`config.mk`:
```
export PLATFORM = sky130hd
export DESIGN_NAME = ssrp_regs
export DESIGN_NICKNAME = d
export VERILOG_FILES = /design/src/hdl/ssrp_pkg.sv /design/src/hdl/ssrp_rst_hold.sv /design/src/hdl/ssrp_regs.sv
export SDC_FILE = /design/constraint.sdc
export NUM_CORES = 1
export LEC_CHECK = 0
export BUFFER_PORTS_ARGS = -buffer_cell sky130_fd_sc_hd__buf_2
export CORE_ASPECT_RATIO = 0.5
export CORE_MARGIN = 2
export CORE_UTILIZATION = 26
export DETAILED_ROUTE_END_ITERATION = 12
export MAX_ROUTING_LAYER = met4
export PLACE_DENSITY = 0.53
export SLEW_MARGIN = 5
export SYNTH_ARGS = -nofsm -noshare
export SYNTH_HDL_FRONTEND = slang
export SYNTH_SLANG_ARGS = --single-unit
export TNS_END_PERCENT = 20
```
`constraint.sdc`:
```
create_clock -name sys_clk -period 1 [get_ports sys_clk]
set_clock_uncertainty 0.05 [all_clocks]
set_input_delay 0.1 -clock sys_clk [delete_from_list [all_inputs] [get_ports sys_clk]]
set_output_delay 0.1 -clock sys_clk [all_outputs]
set_load 0.005 [all_outputs]
```
`src/hdl/ssrp_pkg.sv`:
```
// shared constants and functions for the sensor setup, reset and pll register bank
package ssrp_pkg;

  localparam int unsigned ADDR_W = 9;
  localparam int unsigned DATA_W = 16;
  localparam int unsigned FIELD_W = 4;

  // register addresses
  localparam logic [ADDR_W-1:0] ADDR_IDENT       = 9'h000;
  localparam logic [ADDR_W-1:0] ADDR_RSVD_ONE    = 9'h001;
  localparam logic [ADDR_W-1:0] ADDR_VARIANT     = 9'h002;
  localparam logic [ADDR_W-1:0] ADDR_PLL_RST     = 9'h008;
  localparam logic [ADDR_W-1:0] ADDR_CGEN_RST    = 9'h009;
  localparam logic [ADDR_W-1:0] ADDR_ANALOG_RST  = 9'h00a;
  localparam logic [ADDR_W-1:0] ADDR_PLL_PWR     = 9'h010;
  localparam logic [ADDR_W-1:0] ADDR_PLL_RSVD    = 9'h011;

  // reset values
  localparam logic [DATA_W-1:0] RST_RSVD_ONE   = 16'h0000;
  localparam logic [DATA_W-1:0] RST_VARIANT    = 16'h0000;
  localparam logic [DATA_W-1:0] RST_PLL_RST    = 16'h0099;
  localparam logic [DATA_W-1:0] RST_CGEN_RST   = 16'h0009;
  localparam logic [DATA_W-1:0] RST_ANALOG_RST = 16'h0999;
  localparam logic [DATA_W-1:0] RST_PLL_PWR    = 16'h0004;
  localparam logic [DATA_W-1:0] RST_PLL_RSVD   = 16'h2113;
  localparam logic [DATA_W-1:0] RDATA_UNMAPPED = 16'h0000;

  // writable bits; everything else is reserved and pinned at reset value
  localparam logic [DATA_W-1:0] MASK_VARIANT    = 16'h0003;
  localparam logic [DATA_W-1:0] MASK_PLL_RST    = 16'h00ff;
  localparam logic [DATA_W-1:0] MASK_CGEN_RST   = 16'h000f;
  localparam logic [DATA_W-1:0] MASK_ANALOG_RST = 16'h0fff;
  localparam logic [DATA_W-1:0] MASK_PLL_PWR    = 16'h0007;

  // pll power control bit positions
  localparam int unsigned PLL_PWD_N_BIT  = 0;
  localparam int unsigned PLL_ENABLE_BIT = 1;
  localparam int unsigned PLL_BYPASS_BIT = 2;

  // variant field layout, soft reset field count and hold code
  localparam int unsigned VARIANT_LSB = 0;
  localparam int unsigned VARIANT_W   = 2;
  localparam int unsigned NUM_RST_FIELDS = 6;
  localparam logic [FIELD_W-1:0] SOFT_RESET_CODE = 4'h9;

  // arbitrary neutral identification value
  localparam logic [DATA_W-1:0] IDENT_DEFAULT = 16'h1234;

  // a field holds its sub-block in reset only on the exact hold code
  function automatic logic ssrp_is_hold(input logic [FIELD_W-1:0] field);
    return field == SOFT_RESET_CODE;
  endfunction

  // masked register update keeping reserved bits at their reset value
  function automatic logic [DATA_W-1:0] ssrp_merge(input logic [DATA_W-1:0] wdata,
                                                   input logic [DATA_W-1:0] mask,
                                                   input logic [DATA_W-1:0] rstv);
    return (wdata & mask) | (rstv & ~mask);
  endfunction

endpackage

```
`src/hdl/ssrp_rst_hold.sv`:
```
// registered decoder turning soft reset fields into sub-block hold levels
`timescale 1ns/1ps
module ssrp_rst_hold #(
  parameter int unsigned NFIELDS = ssrp_pkg::NUM_RST_FIELDS
) (
  input  wire logic                                 sys_clk,
  input  wire logic                                 nrst,
  input  wire logic                                 ce,
  input  wire logic [NFIELDS*ssrp_pkg::FIELD_W-1:0] fields,
  output logic      [NFIELDS-1:0]                   hold
);
  import ssrp_pkg::*;

  typedef struct packed {
    logic [NFIELDS-1:0] hold;
  } ssrp_hold_state_type;

  ssrp_hold_state_type st_r;
  ssrp_hold_state_type st_nxt;

  // decode every field; held by default so sub-blocks start in reset
  always_comb begin
    st_nxt = st_r;
    for (int i = 0; i < NFIELDS; i++) begin
      st_nxt.hold[i] = ssrp_is_hold(fields[i*FIELD_W +: FIELD_W]);
    end
  end

  always_ff @(posedge sys_clk or negedge nrst) begin
    if (!nrst) begin
      st_r <= '{hold: {NFIELDS{1'b1}}};
    end else if (ce) begin
      st_r <= st_nxt;
    end
  end

  assign hold = st_r.hold;

endmodule

```
`src/hdl/ssrp_regs.sv`:
```
// sensor setup, soft reset and pll control register bank
//
// Summary of operation
// - A two-bit read-write variant field at address 2 holds the product variant code 0 to 3.
// - Each four-bit soft reset field holds its sub-block in reset on code 9 only, default 9.
// - Bit 0 at address 16 powers the pll up when 1 and down when 0, default 0.
// - Bit 1 at address 16 enables the pll when 1 and disables it when 0, default 0.
// - Bit 2 at address 16 bypasses the pll when 1 and uses it when 0, default 1.
`timescale 1ns/1ps
module ssrp_regs #(
  parameter logic [ssrp_pkg::DATA_W-1:0] IDENT_VALUE = ssrp_pkg::IDENT_DEFAULT
) (
  input  wire logic                          sys_clk,
  input  wire logic                          nrst,
  input  wire logic                          ce,
  input  wire logic [ssrp_pkg::ADDR_W-1:0]   reg_addr,
  input  wire logic                          reg_wr,
  input  wire logic                          reg_rd,
  input  wire logic [ssrp_pkg::DATA_W-1:0]   reg_wdata,
  output logic      [ssrp_pkg::DATA_W-1:0]   reg_rdata,
  output logic                               reg_rvalid,
  output logic      [ssrp_pkg::VARIANT_W-1:0] variant_code,
  output logic                               pll_rst_hold,
  output logic                               lock_det_rst_hold,
  output logic                               clkgen_rst_hold,
  output logic                               colmux_rst_hold,
  output logic                               afe_rst_hold,
  output logic                               ser_rst_hold,
  output logic                               pll_pwr_up,
  output logic                               pll_en,
  output logic                               pll_bypass
);
  import ssrp_pkg::*;

  typedef struct packed {
    logic [DATA_W-1:0] variant;
    logic [DATA_W-1:0] pll_rst;
    logic [DATA_W-1:0] cgen_rst;
    logic [DATA_W-1:0] ana_rst;
    logic [DATA_W-1:0] pll_pwr;
    logic [DATA_W-1:0] rdata;
    logic              rvalid;
  } ssrp_state_type;

  localparam ssrp_state_type ST_RESET = '{
    variant:  RST_VARIANT,
    pll_rst:  RST_PLL_RST,
    cgen_rst: RST_CGEN_RST,
    ana_rst:  RST_ANALOG_RST,
    pll_pwr:  RST_PLL_PWR,
    rdata:    RDATA_UNMAPPED,
    rvalid:   1'b0
  };

  ssrp_state_type st_r;
  ssrp_state_type st_nxt;

  logic [NUM_RST_FIELDS*FIELD_W-1:0] rst_fields;
  logic [NUM_RST_FIELDS-1:0]         rst_hold;

  // positions of the sub-block hold levels in the decoder output
  localparam int unsigned HOLD_PLL    = 0;
  localparam int unsigned HOLD_LOCK   = 1;
  localparam int unsigned HOLD_CLKGEN = 2;
  localparam int unsigned HOLD_COLMUX = 3;
  localparam int unsigned HOLD_AFE    = 4;
  localparam int unsigned HOLD_SER    = 5;

  // soft reset field slots inside one word, counted from bit 0
  localparam int unsigned SLOT_LO  = 0;
  localparam int unsigned SLOT_MID = 1;
  localparam int unsigned SLOT_HI  = 2;

  // writable bits of a word; zero for read-only, pinned and unmapped words
  function automatic logic [DATA_W-1:0] wr_mask(input logic [ADDR_W-1:0] a);
    logic [DATA_W-1:0] m;
    m = '0;
    case (a)
      ADDR_VARIANT:    m = MASK_VARIANT;
      ADDR_PLL_RST:    m = MASK_PLL_RST;
      ADDR_CGEN_RST:   m = MASK_CGEN_RST;
      ADDR_ANALOG_RST: m = MASK_ANALOG_RST;
      ADDR_PLL_PWR:    m = MASK_PLL_PWR;
      default:         m = '0;
    endcase
    return m;
  endfunction

  // default of every word except the identification word at 0; reserved bits always come back from here
  function automatic logic [DATA_W-1:0] rst_value(input logic [ADDR_W-1:0] a);
    logic [DATA_W-1:0] v;
    v = RDATA_UNMAPPED;
    case (a)
      ADDR_RSVD_ONE:   v = RST_RSVD_ONE;
      ADDR_VARIANT:    v = RST_VARIANT;
      ADDR_PLL_RST:    v = RST_PLL_RST;
      ADDR_CGEN_RST:   v = RST_CGEN_RST;
      ADDR_ANALOG_RST: v = RST_ANALOG_RST;
      ADDR_PLL_PWR:    v = RST_PLL_PWR;
      ADDR_PLL_RSVD:   v = RST_PLL_RSVD;
      default:         v = RDATA_UNMAPPED;
    endcase
    return v;
  endfunction

  // new stored value of a written word; reserved bits fall back to default
  function automatic logic [DATA_W-1:0] write_word(input logic [ADDR_W-1:0] a,
                                                   input logic [DATA_W-1:0] d);
    return ssrp_merge(d, wr_mask(a), rst_value(a));
  endfunction

  // stored word behind an address, before reserved bits are put back
  function automatic logic [DATA_W-1:0] stored_word(input ssrp_state_type  s,
                                                    input logic [ADDR_W-1:0] a);
    logic [DATA_W-1:0] w;
    w = '0;
    case (a)
      ADDR_VARIANT:    w = s.variant;
      ADDR_PLL_RST:    w = s.pll_rst;
      ADDR_CGEN_RST:   w = s.cgen_rst;
      ADDR_ANALOG_RST: w = s.ana_rst;
      ADDR_PLL_PWR:    w = s.pll_pwr;
      default:         w = '0;
    endcase
    return w;
  endfunction

  // read value; reserved and unmapped words can only ever show their default
  function automatic logic [DATA_W-1:0] read_word(input ssrp_state_type  s,
                                                  input logic [ADDR_W-1:0] a);
    logic [DATA_W-1:0] w;
    if (a == ADDR_IDENT) begin
      w = IDENT_VALUE;
    end else begin
      w = ssrp_merge(stored_word(s, a), wr_mask(a), rst_value(a));
    end
    return w;
  endfunction

  // one four-bit soft reset field of a word
  function automatic logic [FIELD_W-1:0] field_of(input logic [DATA_W-1:0] w,
                                                  input int unsigned       k);
    return w[k*FIELD_W +: FIELD_W];
  endfunction

  // writes and reads; a write to a read-only or unmapped address is dropped
  always_comb begin
    st_nxt = st_r;
    st_nxt.rvalid = 1'b0;
    if (reg_wr) begin
      case (reg_addr)
        ADDR_VARIANT: begin
          st_nxt.variant = write_word(reg_addr, reg_wdata);
        end
        ADDR_PLL_RST: begin
          st_nxt.pll_rst = write_word(reg_addr, reg_wdata);
        end
        ADDR_CGEN_RST: begin
          st_nxt.cgen_rst = write_word(reg_addr, reg_wdata);
        end
        ADDR_ANALOG_RST: begin
          st_nxt.ana_rst = write_word(reg_addr, reg_wdata);
        end
        ADDR_PLL_PWR: begin
          st_nxt.pll_pwr = write_word(reg_addr, reg_wdata);
        end
        default: begin
          // reserved word at 0x11 is pinned: writes cannot disturb it
          st_nxt.rdata = st_r.rdata;
        end
      endcase
    end
    // read data is captured before any same-cycle write lands
    if (reg_rd) begin
      st_nxt.rvalid = 1'b1;
      st_nxt.rdata = read_word(st_r, reg_addr);
    end
  end

  // all state frozen while ce is low
  always_ff @(posedge sys_clk or negedge nrst) begin
    if (!nrst) begin
      st_r <= ST_RESET;
    end else if (ce) begin
      st_r <= st_nxt;
    end
  end

  // field order: pll, lock detector, clock gen, column mux, afe, serializer
  assign rst_fields = {field_of(st_r.ana_rst, SLOT_HI),
                       field_of(st_r.ana_rst, SLOT_MID),
                       field_of(st_r.ana_rst, SLOT_LO),
                       field_of(st_r.cgen_rst, SLOT_LO),
                       field_of(st_r.pll_rst, SLOT_MID),
                       field_of(st_r.pll_rst, SLOT_LO)};

  // hold levels re-registered so each output leaves a flop; one extra cycle
  ssrp_rst_hold #(
    .NFIELDS(NUM_RST_FIELDS)
  ) u_rst_hold (
    .sys_clk(sys_clk),
    .nrst   (nrst),
    .ce     (ce),
    .fields (rst_fields),
    .hold   (rst_hold)
  );

  // register outputs
  assign reg_rdata         = st_r.rdata;
  assign reg_rvalid        = st_r.rvalid;
  assign variant_code      = st_r.variant[VARIANT_LSB +: VARIANT_W];
  assign pll_rst_hold      = rst_hold[HOLD_PLL];
  assign lock_det_rst_hold = rst_hold[HOLD_LOCK];
  assign clkgen_rst_hold   = rst_hold[HOLD_CLKGEN];
  assign colmux_rst_hold   = rst_hold[HOLD_COLMUX];
  assign afe_rst_hold      = rst_hold[HOLD_AFE];
  assign ser_rst_hold      = rst_hold[HOLD_SER];
  assign pll_pwr_up        = st_r.pll_pwr[PLL_PWD_N_BIT];
  assign pll_en            = st_r.pll_pwr[PLL_ENABLE_BIT];
  assign pll_bypass        = st_r.pll_pwr[PLL_BYPASS_BIT];

endmodule

```
# Yosys cells after proc, flatten, opt, wreduce, memory -nomap -nowiden
# Cells that the tools add are included.
# op_classes
n_eq_ne	12
reduce_logical	7
bitwise_logic	24
mux	31
# op_table
op	count
16-bit two-way mux	27
16-bit bitwise AND	12
16-bit inverter	6
16-bit bitwise OR	6
16-bit case mux with 5 select lines	1
14-bit case mux with 5 select lines	1
12-bit case mux with 5 select lines	1
9-bit by 4-bit equality test with 1-bit output, second input constant	3
4-bit equality test, second input constant	6
9-bit by 5-bit equality test with 1-bit output, second input constant	2
17-bit two-way mux	1
3-bit AND reduction	5
9-bit by 2-bit equality test with 1-bit output, second input constant	1
9-bit logical NOT	1
2-bit AND reduction	1
# word_totals
in_bits	30
elab_cells	82
reg_bits	103
out_inout_bits	28

# Longest topological paths before layout
# depth
depth_word	9
mapped_depth	6
mapped_depth_nobuf	4

# Hierarchy
# From an unflattened synthesis, not the netlist that was laid out.
# hier_totals
hier_cells	226
area_unflattened_um2	2616.3
# modules_own_cells
mod	instances	cells_each	area_each_um2	seq_area_each_um2
ssrp_regs	1	207	2282.2	1167.4
ssrp_rst_hold	1	19	334.1	157.7

# Worst setup path after synthesis
# OpenSTA, ideal clock, no wires.
# synth_path
kind	input port to flip-flop
start	input port reg_addr[2] in the netlist's numbering
end	register st_r, in the netlist rst_fields[14]
slack_ns	-0.923
path_stages	5
arrival_ns	1.748
n_path_buf	1
setup_ns	0.125
path_cell_list	or4_4 > or2_4 > nor4_4 > buf_6 > mux2_2
# synth_via
elab_chain_len	2
# synth_rtl
element	line_no	text
start: declaration	ssrp_regs.sv:16	input wire logic [ssrp_pkg::ADDR_W-1:0] reg_addr,
9-bit by 4-bit equality test with 1-bit output	ssrp_regs.sv:78, ssrp_regs.sv:93, ssrp_regs.sv:151	
3-bit AND reduction (no source line)	n/a	
end signal: assignment	ssrp_regs.sv:185	st_r <= st_nxt;
end: declaration	ssrp_regs.sv:55	ssrp_state_type st_r;
# No other way between the ends.
# A chain may end at the register's enable or synchronous reset.

# Final worst setup path
# layout_path
start	input port reg_addr[2] in the netlist's numbering
end	register st_r, in the netlist rst_fields[13]
# The elaborated chain is that of the path after synthesis.

==> results.cfg <==
[outcome]
status = finished with violations
violations = setup timing

[cells_and_area]
syn2layout_area_growth_pct = 36.8
fin_area_um2 = 3580
n_fill_cell = 937
register_area_um2 = 1350
drive_gt1_frac = 0.605
antenna_cells = 0
multiInputGateArea_um2 = 1220
nets = 325

[global_routing]
grtUsageTotal = 0.129
grt_pass1_vias = 2051
grt_max_degree = 30
antenna_found_initial = 0
grt_pass1_wl_um = 10700
grt-ovfl-total = 0

[synthesis]
yosysWarningCount = 0
synth_top_area_cell = dfrtp_1
synthDistinctLibCells = 43
ys_ff_latch = 53
synth_top_area_frac = 0.325
yosys-top-cells-area = dfrtp_1, dfstp_2, mux2_2, buf_4, mux2i_1
syn_avg_cell_area_um2 = 12.0
synth_cells = 219
synth.most_common_cell = mux2_2
synth_flop_cell = dfrtp_1
ys_seq_area_frac = 0.516
synth_commonest_cells = mux2_2, dfrtp_1, dfstp_2
synth_edf_count = 0
netlist_area_um2 = 2620
synth-async-reset-ratio = 1.00

[routing]
first_pass_iters = 4
routed_wl_um = 6570
viasPerCell = 4.49
dr_total_vias = 1934
drcViolationCount = 0
first_iter_violations = 82
wire_per_inst_um = 15.2
detail-route-antenna-nets = 0

[placement]
dpl.hpwl_um = 5080
dpl-instance-area_um2 = 3210
gp_congestion = 0.770
io_buffers = 51
dp_worst_setup_slack_ps = -912

[floorplan]
die_w_um = 146
initial_core_util = 0.273
rows = 25
io_pins = 58
coreArea_um2 = 9600
dieArea_um2 = 10900
die_h_um = 75.0

[cts]
path_clk_slew_ps = 60
cts_sinks = 53
clk_latency_ps = 290
h-tree-depth = 2
cts-root-buf = clkbuf_16
cts_tree = done
cts_buffer_depth = 2
cts_made_buffers = 5

[power]
pwr-share-comb = 0.103
ir_drop_mv = 0.863
p_seq_frac = 0.505
power_mw = 4.42
p_int_mw = 3.41
p_leak_nw = 1.65
switchingPower_mw = 1.00
p_clk_frac = 0.392
p_per_area_nw_per_um2 = 1230
p_sw_frac = 0.227

[timing]
period_needed_ps = 1580
hold_violations = 0
finalSetupViolations = 63
min_period_over_period = 1.58
fin_hold_ws_ps = 8.20
fin_ws_ps = -578
fmax_mhz = 634
rsz0062_at_grt = true
drv_slew = 0

[critical_path]
setup.worst_path.end_class = register
crit_start = reg_addr[2]
worstPathRequired_ps = 1120
path_class = input port to register
cp.arrival_ps = 1700
critPathLaunchType = input port
ff2ff_setup_slack_ps = -200
timing.rr.end = reg_rdata[0]$_DFFE_PN0P_
crit_fanout = 12
cp-endpoint = rst_fields[13]$_DFFE_PN0P_
timing.rr.start = rst_fields[8]$_DFFE_PN1P_
worstRegToRegCells = 4

[run]
max-cap-violations = 0

[hold_path]
hold_path.class = input port to register
holdCritStartpoint = reg_wdata[9]
## layout by cell type (no fill, tap or decap), types with 2 or more instances in the layout
master | Yosys | layout
nor4_4 | 1 | 2
dfstp_2 | 19 | 19
mux2_2 | 36 | 34
a21oi_1 | 5 | 5
o311a_1 | 2 | 2
nor3_2 | 1 | 2
buf_2 | 1 | 42
buf_12 | 0 | 2
o21ai_0 | 6 | 5
or3b_2 | 3 | 3
nor4bb_2 | 0 | 2
clkbuf_1 | 6 | 2
nor4bb_4 | 0 | 4
buf_4 | 18 | 36
conb_1 | 1 | 2
clkbuf_16 | 0 | 5
mux2_4 | 0 | 2
a32o_1 | 2 | 2
nor2b_1 | 5 | 5
o22ai_1 | 3 | 3
a22o_1 | 2 | 2
buf_6 | 1 | 14
mux2i_1 | 8 | 8
nand2_1 | 14 | 14
nor2_1 | 15 | 13
nor2_2 | 0 | 2
dfrtp_1 | 34 | 34
nand3_1 | 7 | 6
## repair_timing
| item | in CTS | in global routing |
|---|---|---|
| buffers inserted | 1 | 0 |
| resized for setup | 28 | 10 |
| hold buffers | 1 | 0 |
| pin swaps | 1 | 0 |
| setup endpoints to repair | 63 | 63 |
| endpoints found under the hold margin | 45 | 0 |
## critical path: stages
cell and delay, ps:
buf_6 90, or4_4 540, or2_4 260, nor4_4 180
buf_12 190, mux2_2 340
## sequential cells by signal, indices dropped and copies added (netlist names)
signal	cells
pll_en	1
pll_pwr_up	1
st_r	3
reg_rdata	14
rst_fields	24
reg_rvalid	1
variant_code	2
pll_bypass	1
u_rst_hold.hold	6
## per-layer routing
metal  wire length [um]  track usage
met2               3270        0.231
met4                 70       0.0359
met3                213       0.0297
met1               3020        0.150
met5                  0            -
## worst min path at each step
stage	endpoint	slack (ps)	depth (start not counted)
after floorplan	pll_en$_DFFE_PN0P_	-250	0
after global placement	rst_fields[14]$_DFFE_PN0P_	50	2
after detailed placement	rst_fields[13]$_DFFE_PN0P_	60	2
after CTS	rst_fields[21]$_DFFE_PN0P_	4	2
after global routing	rst_fields[7]$_DFFE_PN1P_	4	2
final	rst_fields[21]$_DFFE_PN0P_	8	2
## power by group through the flow
stage,logic (mW),clock network [mW],registers [mW]
2_1_floorplan,0.206,0,2.26
3_3_place_gp,0.422,0,2.26
3_5_place_dp,0.431,0,2.26
4_1_cts,0.457,1.77,2.23
5_1_grt,0.497,1.86,2.24
6_report,0.453,1.73,2.23
## cell families after synthesis
| family | Yosys count | share of synthesized area |
|---|---|---|
| buffers and inverters | 28 | 0.0693 |
| multiplexers | 44 | 0.185 |
| other | 1 | 0.00143 |
| AND/OR/NAND/NOR | 65 | 0.153 |
| flip-flops | 53 | 0.516 |
| XOR/XNOR | 1 | 0.00335 |
| AO/OA/AOI/OAI | 27 | 0.0712 |
## metrics by stage
stage | setup TNS (ps) | cells | utilization
after floorplan | -26540 | 220 | -
after global placement | -35830 | 421 | 0.334
after detailed placement | -36380 | 421 | 0.334
after CTS | -22170 | 431 | 0.368
after global routing | -24200 | 431 | 0.373
final | -21430 | 431 | 0.373
## layout make-up
| cell class | count | share of cell area |
|---|---|---|
| clock buffers | 8 | 0.0409 |
| well taps | 135 | 0.0472 |
| inverters | 1 | 0.00105 |
| flip-flops and latches | 53 | 0.377 |
| repair buffers | 95 | 0.192 |
| multi-input cells | 139 | 0.342 |
Note: power is estimated with default switching activity, not from simulation.
